`config.mk`:
```
export PLATFORM = sky130hd
export DESIGN_NAME = ite_eeprom_access
export DESIGN_NICKNAME = d
export VERILOG_FILES = /design/src/hdl/ite_pkg.sv /design/src/hdl/ite_line_mon.sv /design/src/hdl/ite_eeprom_access.sv
export VERILOG_INCLUDE_DIRS = /design/src /design/src/hdl
export SDC_FILE = /design/constraint.sdc
export NUM_CORES = 1
export LEC_CHECK = 0
export BUFFER_PORTS_ARGS = -buffer_cell sky130_fd_sc_hd__buf_4
export CORE_ASPECT_RATIO = 1.2
export CORE_MARGIN = 10
export CORE_UTILIZATION = 25
export DETAILED_ROUTE_END_ITERATION = 10
export SYNTH_ARGS = -nofsm -noshare
export SYNTH_HDL_FRONTEND = slang
export SYNTH_SLANG_ARGS = --single-unit
```
`constraint.sdc`:
```
create_clock -name sys_clk -period 4.3 [get_ports sys_clk]
set_clock_uncertainty 0.15 [all_clocks]
set_input_delay 0 -clock sys_clk [delete_from_list [all_inputs] [get_ports sys_clk]]
set_output_delay 0 -clock sys_clk [all_outputs]
set_load 0.05 [all_outputs]
```
`src/hdl/ite_consts.svh`:
```
// constants for the trim memory access block: offsets, fields, codes, timings
// assumes inclusion by bare name from every design file that needs them
`ifndef ITE_CONSTS_SVH
`define ITE_CONSTS_SVH

// =============================================
// clock and timing
`define ITE_CLK_MHZ          100
`define ITE_STARTUP_TIME_US  300
`define ITE_STARTUP_CYC      (`ITE_STARTUP_TIME_US * `ITE_CLK_MHZ)
`define ITE_PROG_TIME_US     5000
`define ITE_PROG_CYC         (`ITE_PROG_TIME_US * `ITE_CLK_MHZ)

// =============================================
// bus address: upper five bits are arbitrary, low two come from pins
`define ITE_SLAVE_BASE       5'h0e

// =============================================
// register offsets
`define ITE_ADDR_STATUS      8'hc0
`define ITE_ADDR_MODE        8'he0
`define ITE_ADDR_XGAIN       8'he4
`define ITE_ADDR_YGAIN       8'he5
`define ITE_ADDR_ZGAIN       8'he6

// =============================================
// memory map
`define ITE_ADDR_BATCH       8'h60
`define ITE_ADDR_TEMP_OFS    8'h62
`define ITE_ADDR_REF_TRIM    8'h63
`define ITE_ADDR_DRV_TRIM    8'h64
`define ITE_ADDR_TEST_WORD   8'h65
`define ITE_ADDR_XG_TRIM     8'h66
`define ITE_ADDR_YG_TRIM     8'h67
`define ITE_ADDR_ZG_TRIM     8'h68
`define ITE_NUM_WORDS        7
`define ITE_TRIM_DEFAULT     8'h00

// =============================================
// fields and codes
`define ITE_MS_WEN_MSB       7
`define ITE_MS_WEN_LSB       3
`define ITE_MS_MODE_MSB      1
`define ITE_ST_WR_BIT        1
`define ITE_WEN_KEY          5'h15
`define ITE_MODE_MEAS        2'h0
`define ITE_MODE_PROHIB      2'h1
`define ITE_MODE_MEM         2'h2
`define ITE_MODE_PDN         2'h3
`define ITE_GAIN_RST         4'h0

`endif

```
`src/hdl/ite_pkg.sv`:
```
// types shared by the trim memory access block
// assumes nothing of its surroundings
package ite_pkg;

  // =============================================
  // bus transfer states
  typedef enum logic [3:0] {
    st_idle,
    st_rx_dev,
    st_ack_dev,
    st_rx_wa,
    st_ack_wa,
    st_rx_dat,
    st_ack_dat,
    st_tx,
    st_mack
  } ite_state_e;

  // =============================================
  // bus line events, one cycle each
  typedef struct packed {
    logic scl_rise;
    logic scl_fall;
    logic start;
    logic stop;
  } ite_line_ev_s;

endpackage

```
`src/hdl/ite_line_mon.sv`:
```
// bus line monitor: clock edges, start and stop conditions
// assumes scl and sda are already synchronous to sys_clk
`timescale 1ns/1ps
`default_nettype none
module ite_line_mon
  import ite_pkg::*;
(
  // clock and reset
  input  wire logic   sys_clk,
  input  wire logic   nrst,
  // bus lines
  input  wire logic   scl_in,
  input  wire logic   sda_in,
  // events
  output ite_line_ev_s ev
);

  logic scl_q_ff;
  logic sda_q_ff;

  // =============================================
  // previous line levels, idle bus is high
  always_ff @(posedge sys_clk) begin
    if (!nrst) begin
      scl_q_ff <= 1'b1;
      sda_q_ff <= 1'b1;
    end else begin
      scl_q_ff <= scl_in;
      sda_q_ff <= sda_in;
    end
  end

  // sda moving while scl stays high marks start or stop
  assign ev.scl_rise = scl_in & ~scl_q_ff;
  assign ev.scl_fall = ~scl_in & scl_q_ff;
  assign ev.start    = scl_in & scl_q_ff & sda_q_ff & ~sda_in;
  assign ev.stop     = scl_in & scl_q_ff & ~sda_q_ff & sda_in;

endmodule
`default_nettype wire

```
`src/hdl/ite_eeprom_access.sv`:
```
// trim memory access: i2c slave, mode register, unlock gate, word counter, programming cycle
// assumes scl/sda synchronous to sys_clk and an external open-drain pull-up on sda
`include "ite_consts.svh"
`timescale 1ns/1ps
`default_nettype none
module ite_eeprom_access
  import ite_pkg::*;
#(
  parameter int STARTUP_CYCLES = `ITE_STARTUP_CYC,
  parameter int PROG_CYCLES    = `ITE_PROG_CYC
) (
  // clock and reset
  input  wire logic       sys_clk,
  input  wire logic       nrst,
  // i2c pins, sda open drain
  input  wire logic       scl_in,
  input  wire logic       sda_in,
  output logic            sda_out,
  output logic            sda_oe_n,
  // address-select straps
  input  wire logic       addr_select_0,
  input  wire logic       addr_select_1,
  // trim words wired into analog
  output logic [7:0]      temp_offset_trim,
  output logic [7:0]      reference_trim,
  output logic [7:0]      drive_oscillator_trim,
  // axis gain settings
  output logic [3:0]      x_axis_gain_reg,
  output logic [3:0]      y_axis_gain_reg,
  output logic [3:0]      z_axis_gain_reg,
  // mode and programming state
  output logic [1:0]      op_mode,
  output logic            ref_ready,
  output logic            hv_prog_on
);

  // =============================================
  // declarations
  ite_line_ev_s ev;
  ite_state_e   state_ff;
  logic [3:0]   bitcnt_ff;
  logic [7:0]   shreg_ff;
  logic         rw_ff;
  logic [7:0]   ptr_ff;
  logic         drv_n_ff;
  logic [1:0]   mode_ff;
  logic [4:0]   wen_ff;
  logic [3:0]   xgain_ff;
  logic [3:0]   ygain_ff;
  logic [3:0]   zgain_ff;
  logic [15:0]  start_cnt_ff;
  logic         ready_ff;
  logic         pend_ff;
  logic [7:0]   pend_addr_ff;
  logic [7:0]   pend_data_ff;
  logic         prog_ff;
  logic [19:0]  prog_cnt_ff;
  logic [7:0]   mem_ff [`ITE_NUM_WORDS];
  logic [6:0]   my_addr;
  logic         mem_on;
  logic         unlocked;
  logic         byte_in;
  logic         reg_we;
  logic         mem_we;
  logic [7:0]   tx_byte;

  // =============================================
  // line events, bit rate set by scl edges alone
  ite_line_mon u_line_mon (
    .sys_clk (sys_clk),
    .nrst    (nrst),
    .scl_in  (scl_in),
    .sda_in  (sda_in),
    .ev      (ev)
  );

  // =============================================
  // address helpers
  function automatic logic is_mem(input logic [7:0] a);
    is_mem = (a == `ITE_ADDR_BATCH) ||
             (a >= `ITE_ADDR_TEMP_OFS && a <= `ITE_ADDR_ZG_TRIM);
  endfunction

  function automatic logic is_reg(input logic [7:0] a);
    is_reg = (a == `ITE_ADDR_STATUS) || (a == `ITE_ADDR_MODE) ||
             (a >= `ITE_ADDR_XGAIN && a <= `ITE_ADDR_ZGAIN);
  endfunction

  // counter step, wrapping inside the trim words
  function automatic logic [7:0] step(input logic [7:0] a);
    if (a == `ITE_ADDR_ZG_TRIM) begin
      step = `ITE_ADDR_TEMP_OFS;
    end else begin
      step = a + 8'h01;
    end
  endfunction

  function automatic logic [2:0] widx(input logic [7:0] a);
    logic [7:0] d;
    d = a - `ITE_ADDR_TEMP_OFS;
    widx = d[2:0];
  endfunction

  assign my_addr  = {`ITE_SLAVE_BASE, addr_select_1, addr_select_0};
  assign mem_on   = (mode_ff == `ITE_MODE_MEM) && ready_ff;
  assign unlocked = (wen_ff == `ITE_WEN_KEY);
  assign byte_in  = ev.scl_fall && (bitcnt_ff == 4'h8);

  // data byte commits: registers at once, memory after stop
  assign reg_we = (state_ff == st_rx_dat) && byte_in && is_reg(ptr_ff) &&
                  (ptr_ff != `ITE_ADDR_STATUS);
  assign mem_we = (state_ff == st_rx_dat) && byte_in && is_mem(ptr_ff) &&
                  mem_on && unlocked;

  // =============================================
  // read data mux, outside the map reads zero
  always_comb begin
    tx_byte = 8'h00;
    if (ptr_ff == `ITE_ADDR_STATUS) begin
      tx_byte[`ITE_ST_WR_BIT] = unlocked;
    end else if (ptr_ff == `ITE_ADDR_MODE) begin
      tx_byte = {wen_ff, 1'b0, mode_ff};
    end else if (ptr_ff == `ITE_ADDR_XGAIN) begin
      tx_byte = {4'h0, xgain_ff};
    end else if (ptr_ff == `ITE_ADDR_YGAIN) begin
      tx_byte = {4'h0, ygain_ff};
    end else if (ptr_ff == `ITE_ADDR_ZGAIN) begin
      tx_byte = {4'h0, zgain_ff};
    end else if (mem_on && ptr_ff >= `ITE_ADDR_TEMP_OFS && ptr_ff <= `ITE_ADDR_ZG_TRIM) begin
      tx_byte = mem_ff[widx(ptr_ff)];
    end
  end

  // =============================================
  // bus transfer state machine
  // stop beats start beats clock edges; a stop always frees sda
  always_ff @(posedge sys_clk) begin
    if (!nrst) begin
      state_ff  <= st_idle;
      bitcnt_ff <= 4'h0;
      shreg_ff  <= 8'h00;
      rw_ff     <= 1'b0;
      ptr_ff    <= `ITE_ADDR_TEMP_OFS;
      drv_n_ff  <= 1'b1;
    end else if (ev.stop) begin
      state_ff <= st_idle;
      drv_n_ff <= 1'b1;
    end else if (ev.start) begin
      state_ff  <= st_rx_dev; // repeated start too
      bitcnt_ff <= 4'h0;
      drv_n_ff  <= 1'b1;
    end else begin
      if (ev.scl_rise && (state_ff == st_rx_dev || state_ff == st_rx_wa ||
                          state_ff == st_rx_dat || state_ff == st_tx)) begin
        bitcnt_ff <= bitcnt_ff + 4'h1;
        if (state_ff != st_tx) begin
          shreg_ff <= {shreg_ff[6:0], sda_in};
        end
      end
      case (state_ff)
        st_idle: begin
          drv_n_ff <= 1'b1;
        end
        st_rx_dev: begin
          if (byte_in) begin
            // busy programming: look absent rather than corrupt the cycle
            if (shreg_ff[7:1] == my_addr && !prog_ff) begin
              rw_ff    <= shreg_ff[0];
              drv_n_ff <= 1'b0;
              state_ff <= st_ack_dev;
            end else begin
              state_ff <= st_idle;
            end
          end
        end
        st_ack_dev: begin
          if (ev.scl_fall) begin
            bitcnt_ff <= 4'h0;
            if (rw_ff) begin
              shreg_ff <= tx_byte;
              drv_n_ff <= tx_byte[7];
              ptr_ff   <= step(ptr_ff);
              state_ff <= st_tx;
            end else begin
              drv_n_ff <= 1'b1;
              state_ff <= st_rx_wa;
            end
          end
        end
        st_rx_wa: begin
          if (byte_in) begin
            if (is_reg(shreg_ff) || (is_mem(shreg_ff) && mem_on)) begin
              ptr_ff   <= shreg_ff;
              drv_n_ff <= 1'b0;
              state_ff <= st_ack_wa;
            end else begin
              state_ff <= st_idle;
            end
          end
        end
        st_ack_wa: begin
          if (ev.scl_fall) begin
            bitcnt_ff <= 4'h0;
            drv_n_ff  <= 1'b1;
            state_ff  <= st_rx_dat;
          end
        end
        st_rx_dat: begin
          if (byte_in) begin
            if (reg_we || mem_we) begin
              drv_n_ff <= 1'b0;
              ptr_ff   <= step(ptr_ff);
              state_ff <= st_ack_dat;
            end else begin
              state_ff <= st_idle; // locked: access stays a read
            end
          end
        end
        st_ack_dat: begin
          // one byte per frame: further bytes go unanswered
          if (ev.scl_fall) begin
            drv_n_ff <= 1'b1;
            state_ff <= st_idle;
          end
        end
        st_tx: begin
          if (ev.scl_fall) begin
            if (bitcnt_ff == 4'h8) begin
              drv_n_ff <= 1'b1;
              state_ff <= st_mack;
            end else begin
              shreg_ff <= {shreg_ff[6:0], 1'b0};
              drv_n_ff <= shreg_ff[6];
            end
          end
        end
        st_mack: begin
          if (ev.scl_rise) begin
            state_ff <= sda_in ? st_idle : st_ack_dev;
          end
        end
        default: begin
          state_ff <= st_idle;
          drv_n_ff <= 1'b1;
        end
      endcase
    end
  end

  // =============================================
  // mode, unlock and gain registers
  always_ff @(posedge sys_clk) begin
    if (!nrst) begin
      mode_ff  <= `ITE_MODE_PDN;
      wen_ff   <= 5'h00;
      xgain_ff <= `ITE_GAIN_RST;
      ygain_ff <= `ITE_GAIN_RST;
      zgain_ff <= `ITE_GAIN_RST;
    end else if (reg_we) begin
      if (ptr_ff == `ITE_ADDR_MODE) begin
        wen_ff <= shreg_ff[`ITE_MS_WEN_MSB:`ITE_MS_WEN_LSB];
        // prohibited code is dropped, mode stays as it was
        if (shreg_ff[`ITE_MS_MODE_MSB:0] != `ITE_MODE_PROHIB) begin
          mode_ff <= shreg_ff[`ITE_MS_MODE_MSB:0];
        end
      end
      if (ptr_ff == `ITE_ADDR_XGAIN) begin
        xgain_ff <= shreg_ff[3:0];
      end
      if (ptr_ff == `ITE_ADDR_YGAIN) begin
        ygain_ff <= shreg_ff[3:0];
      end
      if (ptr_ff == `ITE_ADDR_ZGAIN) begin
        zgain_ff <= shreg_ff[3:0];
      end
    end
  end

  // =============================================
  // reference start-up wait, restarted on every entry to memory mode
  always_ff @(posedge sys_clk) begin
    if (!nrst) begin
      start_cnt_ff <= 16'h0000;
      ready_ff     <= 1'b0;
    end else if (mode_ff != `ITE_MODE_MEM) begin
      start_cnt_ff <= 16'(STARTUP_CYCLES - 1);
      ready_ff     <= 1'b0;
    end else if (start_cnt_ff != 16'h0000) begin
      start_cnt_ff <= start_cnt_ff - 16'h0001;
    end else begin
      ready_ff <= 1'b1;
    end
  end

  // =============================================
  // pending byte, programming cycle and the array itself
  // the word lands at the end of the cycle, so an early relock loses it
  always_ff @(posedge sys_clk) begin
    if (!nrst) begin
      pend_ff      <= 1'b0;
      pend_addr_ff <= 8'h00;
      pend_data_ff <= 8'h00;
      prog_ff      <= 1'b0;
      prog_cnt_ff  <= 20'h00000;
      for (int i = 0; i < `ITE_NUM_WORDS; i++) begin
        mem_ff[i] <= `ITE_TRIM_DEFAULT;
      end
    end else begin
      if (mem_we) begin
        pend_ff      <= 1'b1;
        pend_addr_ff <= ptr_ff;
        pend_data_ff <= shreg_ff;
      end else if (ev.stop && pend_ff) begin
        pend_ff     <= 1'b0;
        prog_ff     <= 1'b1;
        prog_cnt_ff <= 20'(PROG_CYCLES - 1);
      end else if (ev.start) begin
        pend_ff <= 1'b0;
      end
      if (prog_ff) begin
        if (prog_cnt_ff != 20'h00000) begin
          prog_cnt_ff <= prog_cnt_ff - 20'h00001;
        end else begin
          prog_ff <= 1'b0;
          if (!unlocked) begin
            // relocked too early: the byte is dropped
          end else if (pend_addr_ff == `ITE_ADDR_BATCH) begin
            for (int i = 0; i < `ITE_NUM_WORDS; i++) begin
              mem_ff[i] <= pend_data_ff;
            end
          end else begin
            mem_ff[widx(pend_addr_ff)] <= pend_data_ff;
          end
        end
      end
    end
  end

  // =============================================
  // outputs straight from flops, except sda_out tied low
  assign sda_out               = 1'b0; // open drain only ever pulls low
  assign sda_oe_n              = drv_n_ff;
  assign temp_offset_trim      = mem_ff[0];
  assign reference_trim        = mem_ff[1];
  assign drive_oscillator_trim = mem_ff[2];
  assign x_axis_gain_reg       = xgain_ff;
  assign y_axis_gain_reg       = ygain_ff;
  assign z_axis_gain_reg       = zgain_ff;
  assign op_mode               = mode_ff;
  assign ref_ready             = ready_ff;
  assign hv_prog_on            = prog_ff;

endmodule
`default_nettype wire

```
; Word level (Yosys, flattened, before mapping)
; Memory sizes are Yosys's and may differ from the RTL's.
; Cells that the tools add are included.
[totals]
register_bits = 102
ramBits = 56
elab_cells = 255
mem_count = 1
[mem_list]
columns = name, words, width, read_ports, rd_clocked_by_memory_dff, wr, line_no
row1 = mem_ff, 7, 8, 4, 0, 7, ite_eeprom_access.sv:58  ; logic [7:0] mem_ff [`ITE_NUM_WORDS];
[op_classes]
add_sub_neg = 6
n_lt_le_gt_ge = 8
eq_ne = 51
mux = 91
n_bitwise = 23
n_reduce_logical = 53
[ops]
columns = cell, n
row1 = $mux W8, 26
row2 = $mux W20, 4
row3 = $eq A8 B8 Y1 const B, 7
row4 = $mux W4, 13
row5 = $pmux W4 S9, 1
row6 = $mux W1, 35
row7 = $eq A8 B7 Y1 const B, 4
row8 = $mux W15, 2
row9 = $reduce_and A10 Y1, 3
row10 = $ne A3 B3 Y1 const B, 8
row11 = $pmux W8 S3, 1
row12 = $ne A2 B2 Y1 const B, 11
row13 = $reduce_bool A20 Y1, 1
row14 = $sub A20 B1 Y20 const B, 1
row15 = $logic_and A1 B1 Y1, 18
row16 = $eq A4 B3 Y1 const B, 4
row17 = $ge A8 B7 Y1 const B, 2
row18 = $ge A8 B8 Y1 const B, 2
row19 = $le A8 B7 Y1 const B, 2
row20 = $le A8 B8 Y1 const B, 2
row21 = $pmux W8 S2, 1
row22 = $reduce_bool A16 Y1, 1
row23 = $sub A16 B1 Y16 const B, 1
row24 = $mux W3, 4
row25 = other kinds (31), 78

; Logic depth before layout (Yosys ltp)
[logic_depth]
depth_word = 13
depth_mapped = 12

; Modules after synthesis
; From an unflattened synthesis, not the netlist that was laid out.
[hier_totals]
hier_cells = 897
area_unflattened_um2 = 8585.7
[modules_own_cells]
columns = mod, n_inst, cells_each, area_each_um2, seq_area_each_um2
row1 = ite_eeprom_access, 1, 889, 8500.7, 3923.8
row2 = ite_line_mon, 1, 8, 85.1, 40.0

; Worst setup path after synthesis
; OpenSTA, ideal clock, no wires.
[synth_path]
kind = register to register
from = reg prog_cnt_ff[13]
to = mem mem_ff[6][0], enable pin
arrival_time_ns = 2.798
required_time_ns = 3.763
path_slack_ns = 0.965
path_stages_with_launch = 6
n_path_buf = 0
period_less_slack_ns = 3.335
cell_sequence = dfxtp_1 > or4_4 > or3_4 > or4_4 > or2_2 > o31ai_1
[synth_lines]
columns = item, line_no
row1 = start: declaration, ite_eeprom_access.sv:57  ; logic [19:0] prog_cnt_ff;
row2 = start signal: assignment, ite_eeprom_access.sv:316  ; prog_cnt_ff <= 20'(PROG_CYCLES - 1);
row3 = start signal: assignment, ite_eeprom_access.sv:322  ; prog_cnt_ff <= prog_cnt_ff - 20'h00001;
row4 = end: declaration, ite_eeprom_access.sv:58

; Worst setup path in the final report
[layout_path]
from = reg ptr_ff[0]
to = reg ptr_ff[4]
[layout_via]
elab_chain_len = 9
elab_cells_between_ends = 29
cone_classes = add/sub: 1 / order compare: 4 / eq/ne: 6 / mux: 6 / reduce/logical: 12
[layout_lines]
columns = item, line_no
row1 = start: declaration, ite_eeprom_access.sv:44  ; logic [7:0] ptr_ff;
row2 = start signal: assignment, ite_eeprom_access.sv:143  ; ptr_ff <= `ITE_ADDR_TEMP_OFS;
row3 = start signal: assignment, ite_eeprom_access.sv:182  ; ptr_ff <= step(ptr_ff);
row4 = start signal: assignment, ite_eeprom_access.sv:193  ; ptr_ff <= shreg_ff;
row5 = $ge A8 B7 Y1 (no line) or $le A8 B7 Y1 (tied branches), --
row6 = $logic_and A1 B1 Y1 (no line), --
row7 = $logic_or A1 B1 Y1, ite_eeprom_access.sv:80  ; is_mem = (a == `ITE_ADDR_BATCH) ||
row8 = $logic_and A1 B1 Y1 (2 in series), ite_eeprom_access.sv:112  ; assign mem_we = (state_ff == st_rx_dat) && byte_in && is_mem(ptr_ff) &&
row9 = $logic_and A1 B1 Y1, ite_eeprom_access.sv:113  ; mem_on && unlocked;
row10 = $logic_or A1 B1 Y1, ite_eeprom_access.sv:210  ; if (reg_we || mem_we) begin
row11 = $ne A2 B1 Y1 (no line), --
row12 = $reduce_and A9 Y1 (no line), --
; Parallel ways exist; a longest one is shown, timed or not. The select of a mux whose other input is x is not followed.
; A chain may end at the register's enable or synchronous reset.

==> reports/qor.tcl <==
set qor(power.density_nw_per_um2) 340
set qor(setup_violations) 0
set qor(largest_reg_flops) 64
set qor(placed_area_um2) 9440
set qor(clkSlewWorstSetupHoldPaths_ns) 0.06
set qor(synth_nets) 922
set qor(timing.setup.tns_ns) 0
set qor(syn_avg_cell_area_um2) 9.49
set qor(total_of_buffers_placed_on_input_and_output_ports) 46
set qor(final_replace_weighted_congestion) 0.853
set qor(power_frac_seq_pct) 49.7
set qor(drc_errors) 0
set qor(layout.cells.most_common) {sky130_fd_sc_hd__dfxtp_1}
set qor(crit_path_max_fanout) 18
set qor(antenna_violations_before_repair) 0
set qor(net-switching-power_uw) 791
set qor(largest-register) {mem_ff}
set qor(power.clock.fraction_pct) 44.6
set qor(end_kind) {register}
set qor(firstDrtPassIters) 5
set qor(timing.max_cap.violations) 0
set qor(grt_pass1_vias) 6886
set qor(yosys_register_bits) 166
set qor(power_switching_share_pct) 23.1
set qor(combPwrFrac_pct) 5.7
set qor(fin_crit_period_ns) 3.60
set qor(post-route-cell-area_um2) 10100
set qor(share_of_final_layout_standard_cells_stronger_than_drive_strength_1_pct) 14.4
set qor(hold_path_class) {in -> reg}
set qor(avgRoutedWirePerCell_um) 17.0
set qor(asyncSetResetFlopFracSynth_pct) 0
set qor(total_leakage_power_nw) 3.49
set qor(worstPathArrival_ns) 3.79
set qor(num_io_pins) 48
set qor(m1WireLength_mm) 10.7
set qor(criticalPathCategory) {reg -> reg}
set qor(clockBufferDepth) 2
set qor(cts_made_buffers) 17
set qor(finalHoldViolCount) 0
set qor(layout.nets) 956
set qor(internal_power_mw) 2.64
set qor(floorplan.die_area_um2) 42300
set qor(number_of_placement_rows) 74
set qor(final_max_slew_viol_count) 0
set qor(totalWireLength_mm) 23.9
set qor(floorplan.core_area_um2) 34000
set qor(clk_root_buffer_cell) {sky130_fd_sc_hd__clkbuf_16}
set qor(placedCellCount) 1373
set qor(grt_first_pass_wirelength_mm) 38.6
set qor(clock-sinks) 166
set qor(routed-wl-met3_mm) 1.33
set qor(dp_slack_ns) 0.803
set qor(antenna_cells) 0
set qor(required_ns) 4.49
set qor(peakVddDrop_uv) 245
set qor(post_synth_edffs) 64
set qor(dp.final_hpwl_mm) 16.9
set qor(grt_start_max_net_pins) 51
set qor(post_synth_cell_types) 73
set qor(rsz0062_at_grt) {no}
set qor(syn_to_final_growth_pct) 17.0
set qor(stdcell_count) 1409
set qor(status) {finished clean}
set qor(reg.largest.list) {mem_ff (64), prog_cnt_ff (20), start_cnt_ff (16)}
set qor(detailroute.wirelength.met2_mm) 11.3
set qor(actual_slew_at_the_worst_max_slew_pin_ns) 1.27
set qor(initial_utilization_pct) 25.3
set qor(die_h_um) 223
set qor(highest-signal-layer) {met4}
set qor(yosys_most_used_dff) {sky130_fd_sc_hd__dfxtp_1}
set qor(final.period_utilization_pct) 83.7
set qor(floorplan.die.width_um) 189
set qor(routed-via-count) 7143
set qor(synthCells) 907
set qor(detailedRoute.firstIterationViolations) 636
set qor(final_cell_mix) {102 x sky130_fd_sc_hd__dfxtp_1, 87 x sky130_fd_sc_hd__nor2_1, 76 x sky130_fd_sc_hd__a21oi_1, 65 x sky130_fd_sc_hd__and2_1}
set qor(grt_overflow_total) 0
set qor(post_synth_instance_area_um2) 8610
set qor(global_route.usage.total_pct) 11.3
set qor(yosysWarnings) 0
set qor(detail-route-antenna-nets) 0
set qor(ctsHtreeMaxLevel) 4
set qor(timing.slew.headroom_pct) 14.8
set qor(tritoncts_clock_tree) {done}
set qor(detail_route.vias_per_cell) 5.07
set qor(insertion_delay_ns) 0.43
set qor(seq_area_frac_synth_pct) 46.1
set qor(fin_ws_ns) 0.699
set qor(start_kind) {register}
set qor(fmax_mhz) 278
-- final cells by class --
class / instances / area [µm²]
inverter: 23 / 86.3
fill: 3587 / 23900
multi-input combinational: 664 / 4340
clock inverter: 8 / 98.8
clock buffer: 23 / 480
tap: 456 / 571
sequential: 166 / 3960
timing repair buffer: 69 / 531
-- timing repair --
action | in CTS | in global routing
endpoints found under the hold margin | 26 | 0
hold buffers | 5 | 0
buffers inserted | 0 | 0
resized for setup | 0 | 0
-- path summary, 6_finish.rpt --
check,startpoint,depth (start not counted),slack [ns],to
max reg2reg,ptr_ff[0],8,0.70,ptr_ff[4]
min,addr_select_1,6,0.14,rw_ff
min reg2reg,bitcnt_ff[3],1,0.31,bitcnt_ff[3]
max,ptr_ff[0],8,0.70,ptr_ff[4]
-- metrics by stage --
step	hold WS, ns	power (mW)	util, %
floorplan	-0.0485	1.86	-
global placement	0.0875	1.92	27.8
detailed placement	0.0993	1.93	27.8
CTS	0.120	3.46	29.6
global route	0.170	3.54	29.6
finish	0.139	3.43	29.6
-- synth_stat cells, drive strengths merged, types with 7 or more instances --
cell type | count | share of area [%]
dfxtp | 102 | 24
nor2 | 91 | 4.1
a21oi | 76 | 4.4
and2 | 65 | 4.7
edfxtp | 64 | 22
nand2 | 63 | 2.7
o21ai | 53 | 3.1
clkbuf | 48 | 2.1
nor3 | 27 | 1.8
inv | 22 | 0.96
nand3 | 21 | 1.2
mux2i | 20 | 2.3
mux4 | 16 | 4.2
nand2b | 14 | 1.0
a211oi | 11 | 0.96
or4 | 11 | 1.0
a221oi | 10 | 1.0
a31oi | 10 | 0.73
mux2 | 10 | 1.3
nor2b | 10 | 0.73
ha | 9 | 1.3
xnor2 | 9 | 0.92
xor2 | 9 | 0.92
and3 | 8 | 0.58
nand4 | 8 | 0.58
a311oi | 7 | 0.71
nor4 | 7 | 0.51
nor4bb | 7 | 0.81
or3 | 7 | 0.57
-- cell families (layout without fill, tap and decap cells) --
kind of cell             Yosys count  after routing  synth area share, %
buffers and inverters             77            123                 3.50
XOR/XNOR                          18             18                 1.83
AND/OR/NAND/NOR                  358            358                 22.2
flip-flops                       166            166                 46.1
multiplexers                      46             46                 7.82
other                              1              1               0.0436
AO/OA/AOI/OAI                    232            232                 17.2
adder cells (fa/ha/maj)            9              9                 1.31
-- routing by layer --
layer / GRT usage [%] / up-vias
li1: - / 3418
met1: 14.7 / 3433
met2: 17.8 / 252
met3: 2.20 / 40
met4: 4.77 / 0
met5: 0 / -
-- worst max-delay path, stage by stage, from the launching register on --
cell,delay (ns)
sky130_fd_sc_hd__dfxtp_1,0.51
sky130_fd_sc_hd__inv_1,0.15
sky130_fd_sc_hd__ha_1,0.32
sky130_fd_sc_hd__nand2b_1,0.15
sky130_fd_sc_hd__nor3_1,0.09
sky130_fd_sc_hd__o211ai_1,1.01
sky130_fd_sc_hd__nand3_1,0.61
sky130_fd_sc_hd__a31o_2,0.36
sky130_fd_sc_hd__o21ai_0,0.16
-- power by group through the flow --
stage / clock (mW) / sequential (mW) / combinational [mW]
5_1_grt: 1.63 / 1.71 / 0.211
2_1_floorplan: 0 / 1.76 / 0.0971
6_report: 1.53 / 1.70 / 0.195
3_5_place_dp: 0 / 1.74 / 0.192
4_1_cts: 1.56 / 1.70 / 0.196
3_3_place_gp: 0 / 1.74 / 0.189
Power figures use the tool's default switching activity.
